`src/common/switch_node_config_params.svh`:
```
// constants of the switch node configuration register bank
// assumes a 32-bit configuration access port with word-numbered registers
`ifndef SWITCH_NODE_CONFIG_PARAMS_SVH
`define SWITCH_NODE_CONFIG_PARAMS_SVH
`define NUM_PLL_SETTINGS    8'h06
`define NUM_SWITCH_CLK_DIV  8'h07
`define NUM_REF_CLK_DIV     8'h08
`define NUM_TEST_PORT_ID    8'h09
`define NUM_USER_CODE       8'h0A
`define NUM_ROUTE_LOW       8'h0C
`define NUM_ROUTE_HIGH      8'h0D
`define NUM_DEBUG_TILE0     8'h10
`define NUM_DEBUG_TILE1     8'h11
`define NUM_DEBUG_ORIGIN    8'h1F
`define NUM_LINK_BASE       8'h20
`define PLL_NO_RESET_BIT    31
`define PLL_NO_WAIT_BIT     30
`define PLL_BYPASS_BIT      29
`define PLL_TAP_BOOT_BIT    28
`define PLL_SETTINGS_MASK   32'hF39F_FF7F
`define SWCFG_PLL_LOCK_BIT  8
`define REF_DIV_RESET       16'h0003
`define SW_DIV_RESET        16'h0000
`define PLL_RESET_VALUE     32'h0000_0000
`define DBG_REQ_EN_BIT      1
`define DBG_DRIVE_EN_BIT    0
`define ORIGIN_PIN_BIT      4
`define ORIGIN_MASK         32'h0000_0013
`define LINK_WR_MASK        32'h0000_0F30
`define TILE_RESET_CYCLES   4
`endif

```
`src/common/switch_node_config_pkg.sv`:
```
// types of the switch node configuration register bank
// assumes the params header supplies all numeric constants
package switch_node_config_pkg;
    typedef logic [3:0] route_dir_t;
    typedef logic [1:0] target_type_t;
    typedef enum logic [1:0] {
        PLL_IDLE   = 2'b00,
        PLL_RESET  = 2'b01,
        PLL_RELOCK = 2'b10
    } pll_phase_e;
endpackage

```
`src/core/switch_node_config_regs.sv`:
```
// configuration register bank of a packet-switch node
// assumes config accesses arrive synchronous to core_clk as one-cycle strobes;
// link status, lock and debug inputs from the same clock domain, except the
// external debug pin, which is synchronised here
`include "switch_node_config_params.svh"
`timescale 1ns/10ps
`default_nettype none
module switch_node_config_regs
    import switch_node_config_pkg::*;
#(
    parameter int NUM_LINKS          = 9,
    parameter logic [31:0] TEST_PORT_ID_VAL = 32'h1234_5001,  // arbitrary value
    parameter logic [17:0] FIX_ID_VAL       = 18'h0_0001      // arbitrary value
) (
    input  wire logic                    core_clk,
    input  wire logic                    rst,
    input  wire logic                    cfg_wr,
    input  wire logic                    cfg_rd,
    input  wire logic [7:0]              cfg_num,
    input  wire logic [31:0]             cfg_wdata,
    output logic [31:0]                  cfg_rdata,
    output logic                         cfg_rvalid,
    input  wire logic                    pll_write_lock,
    input  wire logic                    pll_locked,
    output logic [31:0]                  pll_settings,
    output logic                         pll_bypass,
    output logic                         tap_boot_select,
    output logic                         tile_reset,
    output logic [15:0]                  switch_clk_div,
    output logic [15:0]                  ref_clk_div,
    input  wire logic [13:0]             otp_user_code,
    input  wire logic [15:0]             own_node_id,
    input  wire logic [15:0]             dest_node_id,
    output logic [3:0]                   route_dir,
    output logic                         route_local,
    input  wire logic                    debug_pin_n,
    input  wire logic [1:0]              core_halted_flag,
    output logic [1:0]                   debug_request,
    output logic                         shared_debug_line,
    input  wire logic [NUM_LINKS*2-1:0]  link_target_type,
    input  wire logic [NUM_LINKS*8-1:0]  link_dest_num,
    input  wire logic [NUM_LINKS-1:0]    link_junk,
    input  wire logic [NUM_LINKS-1:0]    link_dest_busy,
    input  wire logic [NUM_LINKS-1:0]    link_src_busy,
    output logic [NUM_LINKS*4-1:0]       link_dir,
    output logic [NUM_LINKS*2-1:0]       link_net
);

    initial begin
        if (NUM_LINKS < 1 || NUM_LINKS > 32) begin
            $error("NUM_LINKS must lie in 1..32");
        end
    end

    typedef struct packed {
        logic [31:0]           pll;
        pll_phase_e            phase;
        logic [2:0]            rst_cnt;
        logic [15:0]           sw_div;
        logic [15:0]           ref_div;
        logic [31:0]           route_lo;
        logic [31:0]           route_hi;
        logic [1:0]            dbg_t0;
        logic [1:0]            dbg_t1;
        logic [2:0]            origin;
        logic                  line_prev;
        logic [1:0]            pin_sync;
        logic [NUM_LINKS*4-1:0] ldir;
        logic [NUM_LINKS*2-1:0] lnet;
        logic [31:0]           rdata;
        logic                  rvalid;
        logic [3:0]            rdir;
        logic                  rlocal;
    } state_s;

    state_s st_r;
    state_s st_nxt;

    // direction nibble for a dimension across both routing words
    function automatic logic [3:0] dir_of(input logic [63:0] tbl, input logic [3:0] dim);
        dir_of = tbl[{dim, 2'b00} +: 4];
    endfunction

    // position of the most significant set bit of a mismatch vector
    function automatic logic [3:0] top_bit(input logic [15:0] v);
        top_bit = 4'h0;
        for (int i = 0; i < 16; i++) begin
            if (v[i]) begin
                top_bit = 4'(i);
            end
        end
    endfunction

    // link status word assembled from live state and stored fields
    function automatic logic [31:0] link_word(input int k, input state_s s);
        link_word = 32'h0;
        link_word[25:24] = link_target_type[k*2 +: 2];
        link_word[23:16] = link_dest_num[k*8 +: 8];
        link_word[11:8]  = s.ldir[k*4 +: 4];
        link_word[5:4]   = s.lnet[k*2 +: 2];
        link_word[2]     = link_junk[k];
        link_word[1]     = link_dest_busy[k];
        link_word[0]     = link_src_busy[k];
    endfunction

    logic        line_now;
    logic        pin_active;
    logic [15:0] mismatch;

    // shared debug line is an or of enabled halted cores and the pin
    always_comb begin
        pin_active = ~st_r.pin_sync[1];
        line_now   = pin_active
                   | (st_r.dbg_t0[`DBG_DRIVE_EN_BIT] & core_halted_flag[0])
                   | (st_r.dbg_t1[`DBG_DRIVE_EN_BIT] & core_halted_flag[1]);
        mismatch   = own_node_id ^ dest_node_id;
    end

    // next-state logic for every register of the bank
    always_comb begin
        st_nxt          = st_r;
        st_nxt.rvalid   = cfg_rd;
        st_nxt.pin_sync = {st_r.pin_sync[0], debug_pin_n};
        st_nxt.line_prev = line_now;
        // routing lookup is registered so the route output comes from a flop
        st_nxt.rlocal   = (mismatch == 16'h0000);
        st_nxt.rdir     = dir_of({st_r.route_hi, st_r.route_lo}, top_bit(mismatch));

        // tile reset sequencing after a settings write
        case (st_r.phase)
            PLL_IDLE: begin
            end
            PLL_RESET: begin
                if (st_r.rst_cnt == 3'd0) begin
                    st_nxt.phase = PLL_IDLE;
                end else begin
                    st_nxt.rst_cnt = st_r.rst_cnt - 3'd1;
                end
            end
            PLL_RELOCK: begin
                // keep the tile held until the pll reports lock again
                if (pll_locked) begin
                    st_nxt.phase   = PLL_RESET;
                    st_nxt.rst_cnt = 3'(`TILE_RESET_CYCLES - 1);
                end
            end
            default: begin
                st_nxt.phase = PLL_IDLE;
            end
        endcase

        if (cfg_wr) begin
            case (cfg_num)
                `NUM_PLL_SETTINGS: begin
                    if (!pll_write_lock) begin
                        st_nxt.pll = cfg_wdata & `PLL_SETTINGS_MASK;
                        if (!cfg_wdata[`PLL_NO_RESET_BIT]) begin
                            if (cfg_wdata[`PLL_NO_WAIT_BIT]) begin
                                st_nxt.phase   = PLL_RESET;
                                st_nxt.rst_cnt = 3'(`TILE_RESET_CYCLES - 1);
                            end else begin
                                st_nxt.phase = PLL_RELOCK;
                            end
                        end
                    end
                end
                `NUM_SWITCH_CLK_DIV: st_nxt.sw_div   = cfg_wdata[15:0];
                `NUM_REF_CLK_DIV:    st_nxt.ref_div  = cfg_wdata[15:0];
                `NUM_ROUTE_LOW:      st_nxt.route_lo = cfg_wdata;
                `NUM_ROUTE_HIGH:     st_nxt.route_hi = cfg_wdata;
                `NUM_DEBUG_TILE0:    st_nxt.dbg_t0   = cfg_wdata[1:0];
                `NUM_DEBUG_TILE1:    st_nxt.dbg_t1   = cfg_wdata[1:0];
                `NUM_DEBUG_ORIGIN: begin
                    st_nxt.origin = {cfg_wdata[`ORIGIN_PIN_BIT], cfg_wdata[1:0]};
                end
                default: begin
                    for (int k = 0; k < NUM_LINKS; k++) begin
                        if (cfg_num == 8'(`NUM_LINK_BASE + k)) begin
                            st_nxt.ldir[k*4 +: 4] = cfg_wdata[11:8];
                            st_nxt.lnet[k*2 +: 2] = cfg_wdata[5:4];
                        end
                    end
                end
            endcase
        end

        // a rising shared debug event latches who raised it; it wins over a software write
        if (line_now && !st_r.line_prev) begin
            st_nxt.origin = {pin_active,
                             st_r.dbg_t1[`DBG_DRIVE_EN_BIT] & core_halted_flag[1],
                             st_r.dbg_t0[`DBG_DRIVE_EN_BIT] & core_halted_flag[0]};
        end

        // read mux; unknown numbers and reserved bits return zero
        st_nxt.rdata = 32'h0;
        if (cfg_rd) begin
            case (cfg_num)
                `NUM_PLL_SETTINGS:   st_nxt.rdata = st_r.pll;
                `NUM_SWITCH_CLK_DIV: st_nxt.rdata = {16'h0, st_r.sw_div};
                `NUM_REF_CLK_DIV:    st_nxt.rdata = {16'h0, st_r.ref_div};
                `NUM_TEST_PORT_ID:   st_nxt.rdata = TEST_PORT_ID_VAL;
                `NUM_USER_CODE:      st_nxt.rdata = {otp_user_code, FIX_ID_VAL};
                `NUM_ROUTE_LOW:      st_nxt.rdata = st_r.route_lo;
                `NUM_ROUTE_HIGH:     st_nxt.rdata = st_r.route_hi;
                `NUM_DEBUG_TILE0:    st_nxt.rdata = {30'h0, st_r.dbg_t0};
                `NUM_DEBUG_TILE1:    st_nxt.rdata = {30'h0, st_r.dbg_t1};
                `NUM_DEBUG_ORIGIN:   st_nxt.rdata = {27'h0, st_r.origin[2], 2'b00, st_r.origin[1:0]};
                default: begin
                    for (int k = 0; k < NUM_LINKS; k++) begin
                        if (cfg_num == 8'(`NUM_LINK_BASE + k)) begin
                            st_nxt.rdata = link_word(k, st_r);
                        end
                    end
                end
            endcase
        end
    end

    // single state register; synchronous reset to documented values
    always_ff @(posedge core_clk) begin
        if (rst) begin
            st_r          <= '0;
            st_r.pll      <= `PLL_RESET_VALUE;
            st_r.phase    <= PLL_IDLE;
            st_r.sw_div   <= `SW_DIV_RESET;
            st_r.ref_div  <= `REF_DIV_RESET;
            st_r.pin_sync <= 2'b11;
        end else begin
            st_r <= st_nxt;
        end
    end

    // outputs; debug request is combinational so a halt spreads at once
    always_comb begin
        cfg_rdata        = st_r.rdata;
        cfg_rvalid       = st_r.rvalid;
        pll_settings     = st_r.pll;
        pll_bypass       = st_r.pll[`PLL_BYPASS_BIT];
        tap_boot_select  = st_r.pll[`PLL_TAP_BOOT_BIT];
        tile_reset       = (st_r.phase != PLL_IDLE);
        switch_clk_div   = st_r.sw_div;
        ref_clk_div      = st_r.ref_div;
        route_dir        = st_r.rdir;
        route_local      = st_r.rlocal;
        shared_debug_line = line_now;
        debug_request[0] = line_now & st_r.dbg_t0[`DBG_REQ_EN_BIT];
        debug_request[1] = line_now & st_r.dbg_t1[`DBG_REQ_EN_BIT];
        link_dir         = st_r.ldir;
        link_net         = st_r.lnet;
    end

endmodule
`default_nettype wire

```
`config.mk`:
```
export PLATFORM = sky130hd
export DESIGN_NAME = switch_node_config_regs
export DESIGN_NICKNAME = d
export VERILOG_FILES = /design/src/common/switch_node_config_pkg.sv /design/src/core/switch_node_config_regs.sv
export VERILOG_INCLUDE_DIRS = /design/src /design/src/common
export SDC_FILE = /design/constraint.sdc
export NUM_CORES = 1
export LEC_CHECK = 0
export ABC_AREA = 0
export BUFFER_PORTS_ARGS = -buffer_cell sky130_fd_sc_hd__buf_2
export CAP_MARGIN = 30
export CORE_UTILIZATION = 52
export CTS_BUF_LIST = sky130_fd_sc_hd__clkbuf_16
export DETAILED_ROUTE_END_ITERATION = 8
export PLACE_DENSITY_LB_ADDON = 0.1
export SLEW_MARGIN = 20
export SYNTH_ARGS = -nofsm -noshare
export SYNTH_HDL_FRONTEND = slang
export SYNTH_SLANG_ARGS = --single-unit
```
`constraint.sdc`:
```
create_clock -name core_clk -period 2.2 [get_ports core_clk]
set_clock_uncertainty 0.1 [all_clocks]
set_input_delay 0.11 -clock core_clk [delete_from_list [all_inputs] [get_ports core_clk]]
set_output_delay 0.11 -clock core_clk [all_outputs]
set_load 0.005 [all_outputs]
```
==> impl_metrics.ini <==
[setup_path]
cp.arrival_ns = 2.41
path_class = in -> reg
reg2reg_depth = 7
endpoint_kind = flip-flop
crit_required_ns = 2.50
crit_fanout = 4
reg2reg_from = st_r[202]
critPathLaunchType = input pin
r2r_end = st_r[200]
crit_end = route_dir[2]
crit_start = dest_node_id[6]
reg2reg_slack_ns = 0.11

[cells_and_area]
drive_gt1_share_pct = 30.96
mostFrequentLayoutCell = buf_2
final_cell_mix = 367 x buf_2, 305 x nand2_1, 228 x dfxtp_1, 179 x a21oi_1, 93 x dlygate4sd3_1
fin_cells = 2154
diodes = 0
n_fill_cell = 1899
final_core_util_pct = 68.31
area_growth_pct = 27.24
nets = 2041

[power_and_ir_drop]
power_switching_mw = 2.230
power_leakage_nw = 6.541
p_int_mw = 6.878
power_frac_seq_pct = 45.9
power.share.combinational_pct = 10.5
power_density_nw_per_um2 = 581.8
p_clk_share_pct = 43.6
p_total_mw = 9.108
p_sw_share_pct = 24.49
irDropWorstVdd_uv = 638.1

[synth]
yosysTopAreaCell = dfxtp_1
synth_edf_count = 0
synth_flop_cell = dfxtp_1
syn_area_um2 = 12300
yosysWarnings = 0
synthDistinctLibCells = 75
synth_top_area_share_pct = 37.42
ys_seq_area_share_pct = 37.42
syn-instance-count = 1488
synth-seq-cells = 230
ys_top_cells_by_area = dfxtp_1 37%, buf_4 9.6%, nand2_1 9.3%
avgSynthCellArea_um2 = 8.268
synth_async_sr_flop_share_pct = 0

[route]
wl_per_cell_um = 20.42
drtIter0Drc = 1343
route.detailed.drc = 0
wl_met2_um = 19930
drtAntennaViolNets = 0
dr_total_vias = 12463
wl_met3_um = 4067
wl_um = 43980
viasPerCell = 5.786
wl_met1_um = 18440
drt_pass1_iterations = 8
dr.max_layer_used = met4

[clock_tree]
cts_buffers = 24
cts_max_level = 1
post_cts_buffers = 0
cts.clk_slew.worst_paths_ns = 0.07
clkLatencyLatePin_ns = 0.53
cts_tree = done
clk_path_buf_depth = 3
cts_num_sinks = 230
clockRootBuffer = clkbuf_16

[sta]
hold-worst-slack_ns = -0.002297
worstMarginPinSlew_ns = 0.8397
fmax_mhz = 474.1
setup_viol = 0
slew_headroom_pct = 44.02
layout_min_cycle_time_ns = 2.109
final-max-slew-violation-count = 0
fin_crit_sh_pct = 95.87
hold_viol = 1

[die]
fp.dieW_um = 155.8
die_area_um2 = 24280
num_io_pins = 374
rows = 55
initial_core_util_pct = 53.69
fp.dieH_um = 155.8
core_area_um2 = 22920

[global_route]
antenna_found_initial = 0
grtUsageTotal_pct = 34.85
overflow = 0
grt_pass1_wl_um = 65810
grt_pass1_vias = 11742
grt_max_degree = 102

[place]
io_buffers = 368
placed_cells = 2016
post-dp-hpwl_um = 31640
gp_congestion = 0.9024

[hold_path]
min_path_type = in -> reg
hold_start = link_dest_num[46]

[run]
timing.max_cap.violations = 0

[outcome]
status = finished, violations left
violations = hold timing
-- kinds of logic after synthesis --
family,synth area share [%]
AO/OA/AOI/OAI,19.17
XOR/XNOR,1.871
adder cells (fa/ha/maj),0.6102
buffers and inverters,13.52
flip-flops,37.43
multiplexers,8.960
other,0.03048
AND/OR/NAND/NOR,18.42
-- sequential cells by signal, summed over array words and instances, names as in the netlist, 4 cells and up --
signal          cells
cfg_rdata          32
link_dir           36
link_net           18
pll_settings       27
ref_clk_div        16
route_dir           4
st_r               78
switch_clk_div     16
-- critical path: stages --
cell and delay, ns:
buf_2 0.11, xnor2_2 0.18, dlygate4sd3_1 0.58, buf_4 0.12, nand4bb_1 0.11, a21o_1 0.23
nand4_1 0.17, a21oi_1 0.07, a2111oi_1 0.47, buf_4 0.19, nand3_1 0.07
-- worst min-delay path by stage --
stage	endpoint	slack (ns)	cells past startpoint
floorplan	st_r[200]	0.11	1
global placement	st_nxt[93]	0.23	2
detailed placement	st_nxt[93]	0.23	2
CTS	cfg_rdata[22]	0.0008	5
global route	cfg_rdata[22]	0.02	5
finish	cfg_rdata[22]	-0.002	5
-- synthesized netlist by cell type (all sizes together), types with 3 or more instances --
| cell type | number |
|---|---|
| mux2 | 11 |
| a21o | 4 |
| a31oi | 22 |
| nand2b | 6 |
| or2 | 4 |
| nand4 | 9 |
| ha | 6 |
| o211a | 3 |
| nand2 | 309 |
| and3 | 9 |
| clkbuf | 61 |
| xnor2 | 15 |
| a22oi | 49 |
| o21a | 3 |
| nor2 | 84 |
| a211oi | 4 |
| nand3b | 5 |
| o21ai | 28 |
| a2111oi | 4 |
| a22o | 4 |
| nor3 | 12 |
| a222oi | 25 |
| a311oi | 5 |
| dfxtp | 230 |
| mux4 | 16 |
| buf | 196 |
| mux2i | 61 |
| nand3 | 41 |
| xor2 | 7 |
| inv | 13 |
| o22a | 4 |
| a221oi | 16 |
| and2 | 9 |
| o211ai | 9 |
| a21oi | 179 |
| or3 | 4 |
-- routing by layer --
metal	vias to the layer above	GRT usage, %
met5	-	0
met4	0	13.12
met3	103	5.667
met2	700	55.89
met1	5898	47.00
li1	5762	-
-- area by class of cell --
cell class                 count  area (um^2)  share of cell area, %
inverter                      13        48.80                 0.3117
sequential                   230         4607                  29.43
multi-input combinational    992         6081                  38.85
tap                          313        391.6                  2.502
timing repair buffer         562         3754                  23.98
clock buffer                  24        600.6                  3.837
clock inverter                20        171.4                  1.095
-- power by group through the flow --
stage          Sequential [mW]  Combinational, mW  Clock [mW]
2_1_floorplan             4.27              0.400           0
3_3_place_gp              4.28              0.797           0
3_5_place_dp              4.28              0.805           0
4_1_cts                   4.18              0.929        4.00
5_1_grt                   4.18               1.01        4.19
6_report                  4.18              0.952        3.97
-- timing repair --
action / in CTS / in global routing
hold buffers: 93 / 0
endpoints found under the setup margin: 0 / 5
endpoints found under the hold margin: 210 / 0
resized for setup: 0 / 9
-- through the flow --
stage	instance area, um^2	hold slack (ns)	setup TNS (ns)	worst slack (ns)
after floorplan	12320	0.1096	0	0.2240
after global placement	13910	0.2339	-2.231	-0.2082
after detailed placement	13910	0.2272	-2.708	-0.2288
after CTS	15610	0.0008242	0	0.03636
after global routing	15650	0.01966	-0.004254	-0.004254
final	15650	-0.002297	0	0.09078
(Power assumes the default switching activity.)
